[config.mk]
export PLATFORM = sky130hd
export DESIGN_NAME = ecb_top
export DESIGN_NICKNAME = d
export VERILOG_FILES = /design/src/ecb_pkg.sv /design/src/ecb_link.sv /design/src/ecb_msg_mem.sv /design/src/ecb_top.sv
export SDC_FILE = /design/constraint.sdc
export NUM_CORES = 1
export LEC_CHECK = 0
export BUFFER_PORTS_ARGS = -buffer_cell sky130_fd_sc_hd__buf_4
export CAP_MARGIN = 10
export CORE_MARGIN = 1
export CORE_UTILIZATION = 40
export CTS_BUF_LIST = sky130_fd_sc_hd__clkbuf_4 sky130_fd_sc_hd__clkbuf_8 sky130_fd_sc_hd__clkbuf_16
export DETAILED_ROUTE_END_ITERATION = 8
export SYNTH_ARGS = -nofsm -noshare
export SYNTH_HDL_FRONTEND = slang
export SYNTH_SLANG_ARGS = --single-unit
[constraint.sdc]
create_clock -name aclk -period 3.4 [get_ports aclk]
set_clock_uncertainty 0.05 [all_clocks]
set_input_delay 0.51 -clock aclk [delete_from_list [all_inputs] [get_ports aclk]]
set_output_delay 0.51 -clock aclk [all_outputs]
set_load 0.03 [all_outputs]
[src/ecb_pkg.sv]
// Purpose: Constants for the encoder comms buffer
// Assumes: One clock, AXI4-Lite register access
// Notes:   Register offsets are byte addresses
//
// Summary of operation
// - Device clears the transmit word to zero once it has taken the latest word.
// - A transmit word with bit 14 set starts sending the collected bytes to the encoder; the code starts only when bit 15 is set as well.
// - Each reply byte goes to the receive word low byte with bit 15 set, first byte first.
// - Host reads then clears the receive word; only then is the next reply byte loaded.
// - Position reply byte five holds position bit 0 in bit 7 and alarm in bit 6.
// - Position reply byte seven holds position 12-9 low and turns 3-0 high.
// - Byte six holds position 8-1, byte eight turns 11-4 and carries bit 14.
// - A send-parameter reply is address then two data bytes, upper first, last with bit 14; the code sends 00 in place of the address.
package ecb_pkg;
    // ****************************************
    // Register map
    // ****************************************
    localparam logic [3:0] ADDR_TX     = 4'h0;
    localparam logic [3:0] ADDR_RX     = 4'h4;
    localparam logic [3:0] ADDR_CTRL   = 4'h8;
    localparam logic [3:0] ADDR_STAT   = 4'hc;
    localparam logic [3:0] ADDR_IMASK  = 4'h0;  // Second page, see bank bit
    localparam logic       PAGE_LOW    = 1'b0;
    localparam int         ADDR_W      = 5;
    // ****************************************
    // Word fields
    // ****************************************
    localparam int         BIT_VALID   = 15;
    localparam int         BIT_LAST    = 14;
    localparam int         BIT_FIRST   = 13;
    localparam int         MSG_DEPTH   = 16;
    localparam int         PTR_W       = 4;
    localparam logic [15:0] WORD_ZERO  = 16'h0000;
    localparam logic [7:0] CMD_POS     = 8'h00;
    localparam int         POS_BYTES   = 8;
    localparam int         PAR_BYTES   = 3;
    // Interrupt status bits
    localparam int         IRQ_RXRDY   = 0;
    localparam int         IRQ_TXDONE  = 1;
    localparam int         IRQ_W       = 2;
    localparam logic [1:0] RESP_OKAY   = 2'h0;
    localparam logic [1:0] RESP_SLVERR = 2'h2;
    typedef enum logic [1:0] {ST_COLLECT, ST_SEND, ST_WAIT, ST_REPLY} ecb_state_t;
endpackage

[src/ecb_link.sv]
// Purpose: Encoder side bit shifter, one byte per request
// Assumes: Byte framing stands for the serial line
// Notes:   MSB first, one bit per clock
`timescale 1ns/10ps
module ecb_link (
    input  wire logic       aclk,
    input  wire logic       aresetn,
    input  wire logic       go,
    input  wire logic [7:0] din,
    output logic            busy,
    output logic            done,
    output logic            sdo
);
    import ecb_pkg::*;
    logic [7:0] sh_reg, sh_next;
    logic [3:0] cnt_reg, cnt_next;
    logic       done_next;
    always_comb begin
        sh_next   = sh_reg;
        cnt_next  = cnt_reg;
        done_next = 1'b0;
        if (cnt_reg != 4'h0) begin
            sh_next  = {sh_reg[6:0], 1'b0};
            cnt_next = cnt_reg - 4'h1;
            done_next = (cnt_reg == 4'h1);
        end else if (go) begin
            sh_next  = din;
            cnt_next = 4'h8;
        end
    end
    always_ff @(posedge aclk) begin
        if (!aresetn) begin
            sh_reg  <= 8'h00;
            cnt_reg <= 4'h0;
            done    <= 1'b0;
        end else begin
            sh_reg  <= sh_next;
            cnt_reg <= cnt_next;
            done    <= done_next;
        end
    end
    assign busy = (cnt_reg != 4'h0);
    assign sdo  = sh_reg[7];
endmodule

[src/ecb_msg_mem.sv]
// Purpose: Byte store for one message
// Assumes: One write and one registered read port
// Notes:   Read data come from a register
`timescale 1ns/10ps
module ecb_msg_mem (
    input  wire logic                     aclk,
    input  wire logic                     we,
    input  wire logic [ecb_pkg::PTR_W-1:0] waddr,
    input  wire logic [7:0]               wdata,
    input  wire logic [ecb_pkg::PTR_W-1:0] raddr,
    output logic      [7:0]               rdata
);
    import ecb_pkg::*;
    logic [7:0] mem [MSG_DEPTH];
    always_ff @(posedge aclk) begin
        if (we) begin
            mem[waddr] <= wdata;
        end
        // Bypass so a byte written and read on one edge is not stale
        rdata <= (we && waddr == raddr) ? wdata : mem[raddr];
    end
endmodule

[src/ecb_top.sv]
// Purpose: Encoder comms buffer with AXI4-Lite registers
// Assumes: Encoder reply arrives as decoded fields on ports
// Notes:   Reply byte builder decodes position and turns
//
// Decided for this implementation: the address map and the AXI4-Lite interface to the registers.
`timescale 1ns/10ps
module ecb_top (
    input  wire logic                       aclk,
    input  wire logic                       aresetn,
    input  wire logic [ecb_pkg::ADDR_W-1:0] s_axi_awaddr,
    input  wire logic                       s_axi_awvalid,
    output logic                            s_axi_awready,
    input  wire logic [31:0]                s_axi_wdata,
    input  wire logic [3:0]                 s_axi_wstrb,
    input  wire logic                       s_axi_wvalid,
    output logic                            s_axi_wready,
    output logic [1:0]                      s_axi_bresp,
    output logic                            s_axi_bvalid,
    input  wire logic                       s_axi_bready,
    input  wire logic [ecb_pkg::ADDR_W-1:0] s_axi_araddr,
    input  wire logic                       s_axi_arvalid,
    output logic                            s_axi_arready,
    output logic [31:0]                     s_axi_rdata,
    output logic [1:0]                      s_axi_rresp,
    output logic                            s_axi_rvalid,
    input  wire logic                       s_axi_rready,
    input  wire logic                       enc_reply_valid,
    input  wire logic [12:0]                enc_position,
    input  wire logic [11:0]                enc_turns,
    input  wire logic                       enc_alarm,
    input  wire logic [15:0]                enc_param,
    output logic                            enc_sdo,
    output logic                            enc_frame,
    output logic                            position_check_disable,
    output logic                            irq
);
    import ecb_pkg::*;
    // ****************************************
    // Bus slave
    // ****************************************
    logic                aw_have_reg, aw_have_next, w_have_reg, w_have_next;
    logic [ADDR_W-1:0]   awa_reg, awa_next;
    logic [31:0]         wd_reg, wd_next;
    logic [3:0]          ws_reg, ws_next;
    logic                bvalid_next, rvalid_next, arready_next;
    logic [1:0]          bresp_next, rresp_next;
    logic [31:0]         rdata_next;
    logic                wr_go, rd_go;
    logic [15:0]         tx_reg, tx_next, rx_reg, rx_next;
    logic                pcd_next;
    logic [IRQ_W-1:0]    ist_reg, ist_next, imask_reg, imask_next;
    logic                irq_next;
    ecb_state_t          st_reg, st_next;
    logic [PTR_W-1:0]    wp_reg, wp_next, rp_reg, rp_next;
    logic [PTR_W-1:0]    rcnt_reg, rcnt_next, rlen_reg, rlen_next;
    logic                is_pos_reg, is_pos_next;
    logic [7:0]          mem_rd, rbyte;
    logic                mem_we, link_go, link_busy, link_done, link_sdo, frame_next;
    logic [12:0]         pos_reg, pos_next;
    logic [11:0]         trn_reg, trn_next;
    logic                alm_reg, alm_next;
    logic [15:0]         par_reg, par_next;
    logic                tx_wr, rx_clr_wr;
    logic [15:0]         wd16;

    assign wr_go = aw_have_reg && w_have_reg && !s_axi_bvalid;
    assign rd_go = s_axi_arvalid && s_axi_arready;
    assign wd16  = wd_reg[15:0];
    assign tx_wr = wr_go && awa_reg[4] == PAGE_LOW && awa_reg[3:0] == ADDR_TX && ws_reg[1];
    assign rx_clr_wr = wr_go && awa_reg[4] == PAGE_LOW && awa_reg[3:0] == ADDR_RX && ws_reg[1];

    always_comb begin
        aw_have_next = aw_have_reg;
        w_have_next  = w_have_reg;
        awa_next     = awa_reg;
        wd_next      = wd_reg;
        ws_next      = ws_reg;
        bvalid_next  = s_axi_bvalid && !s_axi_bready;
        bresp_next   = s_axi_bresp;
        arready_next = !s_axi_rvalid && !s_axi_arready;
        rvalid_next  = s_axi_rvalid && !s_axi_rready;
        rresp_next   = s_axi_rresp;
        rdata_next   = s_axi_rdata;
        if (s_axi_awvalid && s_axi_awready) begin
            aw_have_next = 1'b1;
            awa_next     = s_axi_awaddr;
        end
        if (s_axi_wvalid && s_axi_wready) begin
            w_have_next = 1'b1;
            wd_next     = s_axi_wdata;
            ws_next     = s_axi_wstrb;
        end
        if (wr_go) begin
            aw_have_next = 1'b0;
            w_have_next  = 1'b0;
            bvalid_next  = 1'b1;
            bresp_next   = (awa_reg[1:0] == 2'h0 && (awa_reg[4] == PAGE_LOW || awa_reg[3:0] == ADDR_IMASK))
                           ? RESP_OKAY : RESP_SLVERR;
        end
        if (rd_go) begin
            rvalid_next = 1'b1;
            rresp_next  = RESP_OKAY;
            rdata_next  = 32'h0000_0000;
            if (s_axi_araddr[4] != PAGE_LOW) begin
                if (s_axi_araddr[3:0] == ADDR_IMASK) rdata_next = {30'h0, imask_reg};
                else rresp_next = RESP_SLVERR;
            end else begin
                unique case (s_axi_araddr[3:0])
                    ADDR_TX:   rdata_next = {16'h0000, tx_reg};
                    ADDR_RX:   rdata_next = {16'h0000, rx_reg};
                    ADDR_CTRL: rdata_next = {31'h0, position_check_disable};
                    ADDR_STAT: rdata_next = {30'h0, ist_reg};
                    default:   rresp_next = RESP_SLVERR;
                endcase
            end
        end
    end

    // ****************************************
    // Transmit collect, send, reply
    // ****************************************
    always_comb begin
        st_next     = st_reg;
        tx_next     = tx_reg;
        wp_next     = wp_reg;
        rp_next     = rp_reg;
        rcnt_next   = rcnt_reg;
        rlen_next   = rlen_reg;
        is_pos_next = is_pos_reg;
        rx_next     = rx_reg;
        mem_we      = 1'b0;
        link_go     = 1'b0;
        frame_next  = enc_frame;
        pos_next    = pos_reg;
        trn_next    = trn_reg;
        alm_next    = alm_reg;
        par_next    = par_reg;
        if (tx_wr) begin
            tx_next = wd16;
        end
        if (rx_clr_wr && wd16 == WORD_ZERO) begin
            rx_next = WORD_ZERO;
        end
        unique case (st_reg)
            ST_COLLECT: begin
                if (tx_reg != WORD_ZERO) begin
                    tx_next = WORD_ZERO;
                    if (tx_reg[BIT_VALID]) begin
                        mem_we = 1'b1;
                        if (tx_reg[BIT_FIRST]) begin
                            wp_next     = PTR_W'(1);
                            is_pos_next = (tx_reg[7:0] == CMD_POS);
                        end else begin
                            wp_next = wp_reg + PTR_W'(1);
                        end
                        if (tx_reg[BIT_LAST]) begin
                            st_next    = ST_SEND;
                            rp_next    = '0;
                            frame_next = 1'b1;
                        end
                    end
                end
            end
            ST_SEND: begin
                if (!link_busy && !link_go && !link_done) begin
                    if (rp_reg == wp_reg) begin
                        st_next    = ST_WAIT;
                        frame_next = 1'b0;
                    end else begin
                        link_go = 1'b1;
                        rp_next = rp_reg + PTR_W'(1);
                    end
                end
            end
            ST_WAIT: begin
                if (enc_reply_valid) begin
                    pos_next  = enc_position;
                    trn_next  = enc_turns;
                    alm_next  = enc_alarm;
                    par_next  = enc_param;
                    rcnt_next = '0;
                    rlen_next = is_pos_reg ? PTR_W'(POS_BYTES) : PTR_W'(PAR_BYTES);
                    st_next   = ST_REPLY;
                end
            end
            ST_REPLY: begin
                if (rx_reg == WORD_ZERO && !rx_clr_wr) begin
                    rx_next = {1'b1, (rcnt_reg == rlen_reg - PTR_W'(1)), 6'h00, rbyte};
                    rcnt_next = rcnt_reg + PTR_W'(1);
                    if (rcnt_reg == rlen_reg - PTR_W'(1)) st_next = ST_COLLECT;
                end
            end
        endcase
    end

    always_comb begin
        rbyte = 8'h00;
        if (is_pos_reg) begin
            unique case (rcnt_reg)
                4'h4:    rbyte = {pos_reg[0], alm_reg, 6'h00};
                4'h5:    rbyte = pos_reg[8:1];
                4'h6:    rbyte = {trn_reg[3:0], pos_reg[12:9]};
                4'h7:    rbyte = trn_reg[11:4];
                default: rbyte = 8'h00;
            endcase
        end else begin
            unique case (rcnt_reg)
                4'h1:    rbyte = par_reg[15:8];
                4'h2:    rbyte = par_reg[7:0];
                default: rbyte = 8'h00;
            endcase
        end
    end

    // ****************************************
    // Control and interrupts
    // ****************************************
    always_comb begin
        pcd_next   = position_check_disable;
        imask_next = imask_reg;
        ist_next   = ist_reg;
        if (wr_go && ws_reg[0] && awa_reg[4] == PAGE_LOW && awa_reg[3:0] == ADDR_CTRL) pcd_next = wd_reg[0];
        if (wr_go && ws_reg[0] && awa_reg[4] != PAGE_LOW && awa_reg[3:0] == ADDR_IMASK)
            imask_next = wd_reg[IRQ_W-1:0];
        // Clear first so a same-cycle event wins
        if (wr_go && ws_reg[0] && awa_reg[4] == PAGE_LOW && awa_reg[3:0] == ADDR_STAT)
            ist_next = ist_reg & ~wd_reg[IRQ_W-1:0];
        if (st_reg == ST_REPLY && rx_next != rx_reg && rx_next[BIT_VALID]) ist_next[IRQ_RXRDY] = 1'b1;
        if (st_reg == ST_SEND && st_next == ST_WAIT) ist_next[IRQ_TXDONE] = 1'b1;
        irq_next = |(ist_next & imask_next);
    end

    always_ff @(posedge aclk) begin
        if (!aresetn) begin
            aw_have_reg <= 1'b0;
            w_have_reg  <= 1'b0;
            awa_reg     <= '0;
            wd_reg      <= 32'h0;
            ws_reg      <= 4'h0;
            s_axi_awready <= 1'b0;
            s_axi_wready  <= 1'b0;
            s_axi_bvalid  <= 1'b0;
            s_axi_bresp   <= RESP_OKAY;
            s_axi_arready <= 1'b0;
            s_axi_rvalid  <= 1'b0;
            s_axi_rresp   <= RESP_OKAY;
            s_axi_rdata   <= 32'h0;
            st_reg     <= ST_COLLECT;
            tx_reg     <= WORD_ZERO;
            rx_reg     <= WORD_ZERO;
            wp_reg     <= '0;
            rp_reg     <= '0;
            rcnt_reg   <= '0;
            rlen_reg   <= '0;
            is_pos_reg <= 1'b0;
            enc_frame  <= 1'b0;
            pos_reg    <= '0;
            trn_reg    <= '0;
            alm_reg    <= 1'b0;
            par_reg    <= WORD_ZERO;
            position_check_disable <= 1'b0;
            imask_reg  <= '0;
            ist_reg    <= '0;
            irq        <= 1'b0;
            enc_sdo    <= 1'b0;
        end else begin
            aw_have_reg <= aw_have_next;
            w_have_reg  <= w_have_next;
            awa_reg     <= awa_next;
            wd_reg      <= wd_next;
            ws_reg      <= ws_next;
            s_axi_awready <= !aw_have_next;
            s_axi_wready  <= !w_have_next;
            s_axi_bvalid  <= bvalid_next;
            s_axi_bresp   <= bresp_next;
            s_axi_arready <= arready_next;
            s_axi_rvalid  <= rvalid_next;
            s_axi_rresp   <= rresp_next;
            s_axi_rdata   <= rdata_next;
            st_reg     <= st_next;
            tx_reg     <= tx_next;
            rx_reg     <= rx_next;
            wp_reg     <= wp_next;
            rp_reg     <= rp_next;
            rcnt_reg   <= rcnt_next;
            rlen_reg   <= rlen_next;
            is_pos_reg <= is_pos_next;
            enc_frame  <= frame_next;
            pos_reg    <= pos_next;
            trn_reg    <= trn_next;
            alm_reg    <= alm_next;
            par_reg    <= par_next;
            position_check_disable <= pcd_next;
            imask_reg  <= imask_next;
            ist_reg    <= ist_next;
            irq        <= irq_next;
            enc_sdo    <= link_sdo;
        end
    end

    ecb_msg_mem u_mem (
        .aclk  (aclk),
        .we    (mem_we),
        .waddr (tx_reg[BIT_FIRST] ? PTR_W'(0) : wp_reg),
        .wdata (tx_reg[7:0]),
        .raddr (rp_next),
        .rdata (mem_rd)
    );

    ecb_link u_link (
        .aclk    (aclk),
        .aresetn (aresetn),
        .go      (link_go),
        .din     (mem_rd),
        .busy    (link_busy),
        .done    (link_done),
        .sdo     (link_sdo)
    );

    // ****************************************
    // Checks
    // ****************************************
    a_tx_cleared: assert property (@(posedge aclk) disable iff (!aresetn)
        (st_reg == ST_COLLECT && tx_reg != WORD_ZERO) |=> tx_reg == WORD_ZERO || $past(tx_wr))
        else $error("transmit word not cleared");
    a_last_starts: assert property (@(posedge aclk) disable iff (!aresetn)
        (st_reg == ST_COLLECT && tx_reg[BIT_VALID] && tx_reg[BIT_LAST]) |=> st_reg == ST_SEND)
        else $error("last byte did not start send");
    a_invalid_drop: assert property (@(posedge aclk) disable iff (!aresetn)
        (st_reg == ST_COLLECT && tx_reg != WORD_ZERO && !tx_reg[BIT_VALID]) |=> st_reg == ST_COLLECT)
        else $error("invalid word acted on");
    a_rx_valid: assert property (@(posedge aclk) disable iff (!aresetn)
        ($past(st_reg) == ST_REPLY && $changed(rcnt_reg)) |-> rx_reg[BIT_VALID])
        else $error("reply byte without valid");
    a_rx_hold: assert property (@(posedge aclk) disable iff (!aresetn)
        (rx_reg != WORD_ZERO && !rx_clr_wr) |=> rx_reg == $past(rx_reg))
        else $error("reply overwritten before clear");
    a_alarm_byte: assert property (@(posedge aclk) disable iff (!aresetn)
        (st_reg == ST_REPLY && is_pos_reg && rcnt_reg == 4'h4 && rx_reg == WORD_ZERO && !rx_clr_wr)
        |=> rx_reg[7:6] == {pos_reg[0], alm_reg})
        else $error("alarm byte wrong");
    a_turn_nibble: assert property (@(posedge aclk) disable iff (!aresetn)
        (st_reg == ST_REPLY && is_pos_reg && rcnt_reg == 4'h6 && rx_reg == WORD_ZERO && !rx_clr_wr)
        |=> rx_reg[7:0] == {trn_reg[3:0], pos_reg[12:9]})
        else $error("seventh byte wrong");
    a_last_flag: assert property (@(posedge aclk) disable iff (!aresetn)
        (st_reg == ST_REPLY && rcnt_reg == rlen_reg - PTR_W'(1) && rx_reg == WORD_ZERO && !rx_clr_wr)
        |=> rx_reg[BIT_LAST] && st_reg == ST_COLLECT)
        else $error("last reply byte flag missing");
    a_param_hi: assert property (@(posedge aclk) disable iff (!aresetn)
        (st_reg == ST_REPLY && !is_pos_reg && rcnt_reg == 4'h1 && rx_reg == WORD_ZERO && !rx_clr_wr)
        |=> rx_reg[7:0] == par_reg[15:8])
        else $error("parameter upper byte wrong");
endmodule

[After elaboration in Yosys (flattened, before gate mapping)]
Memory sizes are Yosys's and may differ from the RTL's. A register that Yosys moved wholly into a read port is not among the register bits.
Cells that the tools add are included.
Operators by class
  $add $sub $neg: 5
  eq/ne operators: 27
  mux-type cells: 65
  bitwise gates (word level): 5
  reduce and logical (&&, ||, !) cells: 58
Operator list (count)
  $mux W16: 6
  $pmux W16 S4: 1
  $mux W4: 12
  $logic_not A16 Y1: 2
  $mux W32: 1
  $pmux W8 S4: 1
  $mux W2: 15
  $logic_and A1 B1 Y1: 26
  $eq A4 B3 Y1 const B: 6
  $mux W8: 3
  $mux W1: 21
  $eq A4 B4 Y1 const B: 4
  $ne A16 B16 Y1: 1
  $pmux W4 S2: 2
  $pmux W8 S2: 1
  $reduce_bool A16 Y1: 1
  $ne A2 B2 Y1 const B: 7
  $add A4 B1 Y4 const B: 3
  $logic_not A1 Y1: 10
  $eq A4 B1 Y1 const B: 2
  $eq A4 B4 Y1: 2
  $logic_not A4 Y1: 2
  $logic_not A8 Y1: 1
  $pmux W2 S4: 1
  18 further kinds: 29
Word-level totals
  register bits: 180
  bits in writable memories: 128
  input bits: 96
  logic and storage cells: 196
  memories kept: 1
Memories
  u_mem.mem: words 16, width 8, read ports 1, clocked after Yosys merged registers in 1, wr ports 1, line ecb_msg_mem.sv:14  | logic [7:0] mem [MSG_DEPTH];

[Longest topological paths before layout]
Gate-level depths: netlist of the first run.
  depth after elaboration: 15
  gate-level depth with buffers: 7

[Hierarchy]
From an unflattened synthesis of the first run, not the netlist that was laid out.
Second synthesis, totals
  cells, all modules: 1006
  area, all modules: 11858.9 um2
By module, submodules not included
  ecb_top: instances 1, cells each 726, area each 6207.2 um2, sequential area each 2942.8 um2
  ecb_msg_mem: instances 1, cells each 225, area each 5067.4 um2, sequential area each 3923.8 um2
  ecb_link: instances 1, cells each 55, area each 584.3 um2, sequential area each 260.2 um2

[Least setup slack after synthesis of the first run]
No wires, ideal clock.
  path kind: register -> register
  start point: register (tool-made name)
  end point: register u_link.sh_reg[4]
  setup time: 0.128 ns
  arrival: 1.912 ns
  setup slack: 1.310 ns
  cell stages (with the launch flop): 8
  buffers on the path: 2
  period minus slack after synthesis: 2.090 ns
  path through: dfxtp_1 clkbuf_1 buf_2 mux4_2 a22oi_1 nand2_1 a222oi_1 nor2_1
RTL lines
  end signal: assignment: line ecb_link.sv:37  | sh_reg <= sh_next;
  end: declaration: line ecb_link.sv:15  | logic [7:0] sh_reg, sh_next;

[Final worst setup path of the first run]
  start point: register rx_reg[13]
  end point: register rx_reg[5]
On the way
  longest elaborated chain between the ends: 4
RTL lines
  start: declaration: line ecb_top.sv:49  | logic [15:0] tx_reg, tx_next, rx_reg, rx_next;
  start signal: assignment: line ecb_top.sv:282  | rx_reg <= rx_next;
  $logic_not A16 Y1: line ecb_top.sv:187  | if (rx_reg == WORD_ZERO && !rx_clr_wr) begin
  $logic_and A1 B1 Y1: line ecb_top.sv:187
  $mux W16: line ecb_top.sv:187
  $mux W16: line ecb_top.sv:144  | unique case (st_reg)
No other way between the ends.
A chain may end at the register's enable or synchronous reset.

==> impl_metrics.yaml, run 1 <==
timing:
  report.final.slew_viol_count: 0
  slew_headroom_pct: 37.27
  tightest_slew_ns: 0.9288
  finalSetupTns_ns: 0
  hold_violations: 0
  clock.fmax_mhz: 391.7
  min_period_ns: 2.553
  grt_setup_unrepaired: "no"
  post-route-period-util_pct: 75.09
  setup_viol: 0
layout:
  top_register: "u_mem.mem"
  fin_nets: 1215
  layout_common_cells: "163 x nand2_1, 163 x dfxtp_1, 133 x buf_4"
  antenna_cells: 0
  largest_reg_flops: 128
  design_area_um2: 13940
  area_delta_synth_final_pct: 19.27
  drive_above_1_share_pct: 21.59
clock_tree:
  numClockSinks: 292
  post_cts_buffers: 0
  clkTransAtPathRegs_ns: 0.06
  cts-hold-fix-buffers: 0
  cts_buffer_depth: 3
  cts_max_level: 1
  numCtsBuffers: 30
  cts_resized: 0
  cts_root_buf: "clkbuf_16"
  insertion_delay_ns: 0.57
  tritoncts: "done"
global_route:
  grt_pass1_wl_mm: 42.38
  antenna_found_initial: 0
  first_global_vias: 7746
  grt_max_degree: 65
  overflow: 0
  grtUsageTotal_pct: 17.80
yosys:
  ys_async_sr_fraction_pct: 0
  yosysSeqAreaShare_pct: 60.96
  synth_area_leaders: "edfxtp_1 33%, dfxtp_1 28%, mux4_2 6.4%"
  ys_ff_latch: 292
  synth_ff_type: "dfxtp_1"
  synth_cell_types: 68
  synth-edff-count: 128
  avgSynthCellArea_um2: 11.66
  synth_largest_area_cell: "edfxtp_1"
  yosys_warnings: 0
  synth_area_um2: 11690
  netlist.area_leader.share_pct: 32.88
  synthCells: 1003
die:
  num_rows: 62
  die_x_um: 173.0
  ios: 141
  start_util_pct: 40.73
  die-area_um2: 29920
  die_height_um: 173.0
  fp.coreArea_um2: 28700
setup_path:
  crit_arrival_ns: 2.94
  worstRegToRegCells: 5
  reg2reg_from: "rx_reg[13]$_SDFF_PN0_"
  cp-start-kind: "register"
  crit_fanout: 15
  cp.required_ns: 3.79
  startpoint: "rx_reg[13]$_SDFF_PN0_"
  cp-end-kind: "register"
  reg2reg_to: "rx_reg[5]$_SDFF_PN0_"
  reg2reg_slack_ns: 0.85
  path_class: "register to register"
outcome:
  outcome: "finished clean"
power:
  p_switching_mw: 1.720
  cellPowerDensity_nw_per_um2: 542.8
  pwr-share-clk_pct: 44.8
  irDropWorstVdd_mv: 0.4044
  pwr-share-seq_pct: 49.2
  p_leak_nw: 5.244
  power_frac_comb_pct: 6.1
  swShare_pct: 22.72
  internal_power_mw: 5.850
routing:
  drt_iter0_markers: 587
  totalWireLength_mm: 26.86
  ant_nets: 0
  viasPerCell: 5.262
  wl_per_cell_um: 17.68
  drc: 0
  vias: 7993
  dr.pass1.iters: 5
worst_hold_path:
  hp-start: "s_axi_arvalid"
  min_path_type: "input pin to register"
  holdPathStages: 2
  holdPathEnd: "s_axi_rdata[1]$_SDFFE_PN0P_"
placed_design:
  place_congestion: 0.8393
  portBuffers: 104
  post_dp_cell_area_um2: 12900
  hpwl_mm: 18.49
run:
  drv_cap: 0
## worst max-delay path, stage by stage (launching register included)
cell and delay, ns:
dfxtp_1 0.32, nor4_1 0.56, nand4_1 0.37, nor3_2 0.62
nor3b_4 0.20, a22o_2 0.30
## synthesized netlist by cell type (6+ instances only)
master	count
ha_1	8
o21ai_0	7
a222oi_1	12
and2_1	13
nand3_1	13
a22oi_1	36
dfxtp_1	164
nand2_1	163
nand3b_1	10
mux2i_1	20
buf_4	18
edfxtp_1	128
mux4_2	33
clkbuf_1	45
inv_1	6
nor3_1	8
nor2_1	91
o22ai_1	8
xnor2_1	6
a21oi_1	90
nor4_1	12
buf_2	6
a22o_1	24
## metrics by stage
stage               power, mW  hold WS (ns)  cells  util, %  worst slack, ns
floorplan               4.091        0.3802   1020        -            1.310
global placement        4.250        0.3931   1463    44.95           0.9376
detailed placement      4.257        0.3966   1463    44.95           0.9110
CTS                     7.631       0.09135   1519    48.58           0.8900
global route            7.824        0.1231   1519    48.58           0.6740
finish                  7.570        0.1126   1519    48.58           0.8471
## power groups by stage
stage                     Clock (mW)  Sequential, mW  Combinational, mW
after floorplan                    0            3.80              0.296
after global routing            3.58            3.73              0.512
final                           3.39            3.72              0.458
after detailed placement           0            3.80              0.458
after global placement             0            3.80              0.454
after CTS                       3.45            3.72              0.462
## metal layers
layer  global-route usage (%)  vias up  wire length, µm
met5                        0        -                0
met4                    4.830        0              574
met3                    3.716       44             1561
met2                    30.36      186            13040
met1                    22.91     3865            11690
li1                         -     3898                -
## worst max-delay path by stage
stage	slack, ns	to	cells past startpoint
floorplan	1.31	u_link.sh_reg[4]$_SDFFE_PN0P_	7
global placement	0.94	rx_reg[7]$_SDFF_PN0_	5
detailed placement	0.91	u_link.sh_reg[6]$_SDFFE_PN0P_	6
CTS	0.89	rx_reg[5]$_SDFF_PN0_	5
global route	0.67	u_mem.mem[0][0]$_DFFE_PP_	4
finish	0.85	rx_reg[5]$_SDFF_PN0_	5
## cell families (layout without fill, tap and decap cells)
logic type                 Yosys count  in the layout  synth area share (%)
adders and majority gates            8              8                0.8562
other                                1             18               0.03208
buffers and inverters               82            197                 3.339
muxes                               55             55                 8.262
and+or+nand+nor                    349            349                 13.93
DFF                                292            292                 60.96
AOI/OAI and AO/OA                  209            209                 12.09
xor gates and xnor gates             7              7                0.5244
## area by class of cell
cell class	instances	area (µm²)
sequential	292	7128
clock buffer	34	787.0
multi-input combinational	646	4247
inverter	7	27.53
tap	384	480.5
timing repair buffer	134	1018
clock inverter	22	256.5
fill	2662	14760
No activity file was read; power rests on OpenSTA's default activity.
==> run 2: changes to the inputs <==
- clock period: 3.4 -> 2.6 ns (I/O delays scaled with it)
==> run 2 against run 1 <==
Total power rose by 28%. Worst hold slack got worse by 0.064 ns. Count of clock-buffer cells in the layout rose by 11. First-iteration DRC count fell by 4.6%. Sequential power rose by 31%. Core utilization rose by 0.34 points. Register-to-register slack got worse by 0.56 ns. Sequential cell count did not move. Non-clock buffer count rose by 20.
==> impl_metrics.yaml, run 2 (same netlist as run 1, synthesis figures left out) <==
die:
  fp.coreArea_um2: 28700
  die_height_um: 173.0
  die-area_um2: 29920
  ios: 141
  num_rows: 62
  die_x_um: 173.0
  start_util_pct: 40.73
setup_path:
  cp.required_ns: 3.00
  crit_fanout: 7
  cp-start-kind: "register"
  cp_num_buf_inv: 1
  path_delay_family: "simple AND/OR/NAND/NOR gates"
  path_class: "register to register"
  max_stage_delay_ns: 0.66
  cp_common_cell: "a21oi_1"
  crit_arrival_ns: 2.71
  path_cells: "inv_1, ha_1, or4b_2, a41o_1, nor4_1, a21oi_1, a21oi_1"
  cp-end-kind: "register"
  slowest_stage: "or4b_2"
power:
  cellPowerDensity_nw_per_um2: 689.6
  irDropWorstVdd_mv: 0.5067
  p_leak_nw: 5.271
routing:
  drt_iter0_markers: 560
  vias: 8085
  wl_per_cell_um: 17.77
  dr.pass1.iters: 6
  viasPerCell: 5.260
  drc: 0
  totalWireLength_mm: 27.32
  ant_nets: 0
layout:
  antenna_cells: 0
  largest_reg_flops: 128
  area_delta_synth_final_pct: 20.12
  fin_nets: 1234
  design_area_um2: 14040
  top_register: "u_mem.mem"
  fill_cells: 2661
  drive_above_1_share_pct: 23.07
  layout_common_cells: "163 x nand2_1, 163 x dfxtp_1, 151 x buf_4"
timing:
  hold_violations: 0
  holdWs_ns: 0.04883
  min_period_ns: 2.313
  post-route-period-util_pct: 88.94
  slew_headroom_pct: 37.38
  clock.fmax_mhz: 432.4
  tightest_slew_ns: 0.9393
  grt_setup_unrepaired: "no"
  finalSetupTns_ns: 0
  setup_viol: 0
  report.final.slew_viol_count: 0
clock_tree:
  post_cts_buffers: 0
  cts-hold-fix-buffers: 1
  cts_max_level: 1
  numClockSinks: 292
  cts_root_buf: "clkbuf_16"
  numCtsBuffers: 29
  clkTransAtPathRegs_ns: 0.06
  cts_resized: 0
  cts_buffer_depth: 3
  tritoncts: "done"
  insertion_delay_ns: 0.54
global_route:
  grt_max_degree: 89
  antenna_found_initial: 0
  grt_pass1_wl_mm: 43.77
  overflow: 0
  first_global_vias: 8065
  grtUsageTotal_pct: 18.38
placed_design:
  hpwl_mm: 18.46
  place_congestion: 0.8008
  post_dp_cell_area_um2: 13060
  portBuffers: 104
outcome:
  outcome: "finished clean"
worst_hold_path:
  min_path_type: "input pin to register"
run:
  drv_cap: 0
-- run 2: layer usage --
layer / up-vias / GRT usage (%) / part of all wire, %
li1: 3936 / - / -
met1: 3896 / 23.77 / 42
met2: 209 / 31.23 / 49
met3: 44 / 3.408 / 6.1
met4: 0 / 5.715 / 2.7
met5: - / 0 / 0
-- run 2: final cells by class --
| cell class | instances | area (µm²) | area share, % |
|---|---|---|---|
| sequential | 292 | 7128 | 50.76 |
| multi-input combinational | 646 | 4247 | 30.24 |
| timing repair buffer | 154 | 1184 | 8.428 |
| clock buffer | 45 | 870.8 | 6.201 |
| tap | 384 | 480.5 | 3.421 |
| clock inverter | 9 | 106.4 | 0.7573 |
| inverter | 7 | 27.53 | 0.1960 |
-- run 2: report_power, final --
part	internal [mW]	total, mW	switching, mW	leakage [nW]
Clock	2.51	4.21	1.70	0.498
Sequential	4.80	4.87	0.0631	2.66
Combinational	0.250	0.613	0.363	2.11
Total	7.56	9.68	2.12	5.27
-- run 2: worst register-to-register path, delay by kind of cell, from the launching register on --
| kind | cells | cell delay (ns) |
|---|---|---|
| compound gates | 3 | 0.54 |
| buf+inv | 1 | 0.08 |
| flops | 1 | 0.36 |
| fa+ha+maj | 1 | 0.27 |
| simple gates | 2 | 0.94 |
-- run 2: metrics by stage --
stage / utilization (%) / std cells / power, mW / setup slack (ns)
global route: 48.93 / 1537 / 10.03 / 0.1229
global placement: 45.49 / 1482 / 5.559 / 0.3544
floorplan: - / 1020 / 5.350 / 0.5101
finish: 48.93 / 1537 / 9.685 / 0.2875
detailed placement: 45.49 / 1482 / 5.579 / 0.3099
CTS: 48.93 / 1537 / 9.777 / 0.2871
-- run 2: final timing paths --
path	start	end	slack, ns	cells past startpoint
max	u_link.cnt_reg[0]$_SDFFE_PN0P_	rp_reg[3]$_SDFF_PN0_	0.29	7
max reg2reg	u_link.cnt_reg[0]$_SDFFE_PN0P_	rp_reg[3]$_SDFF_PN0_	0.29	7
min	s_axi_wdata[14]	wd_reg[14]$_SDFFE_PN0P_	0.05	3
min reg2reg	par_reg[15]$_SDFFE_PN0P_	par_reg[15]$_SDFFE_PN0P_	0.41	2
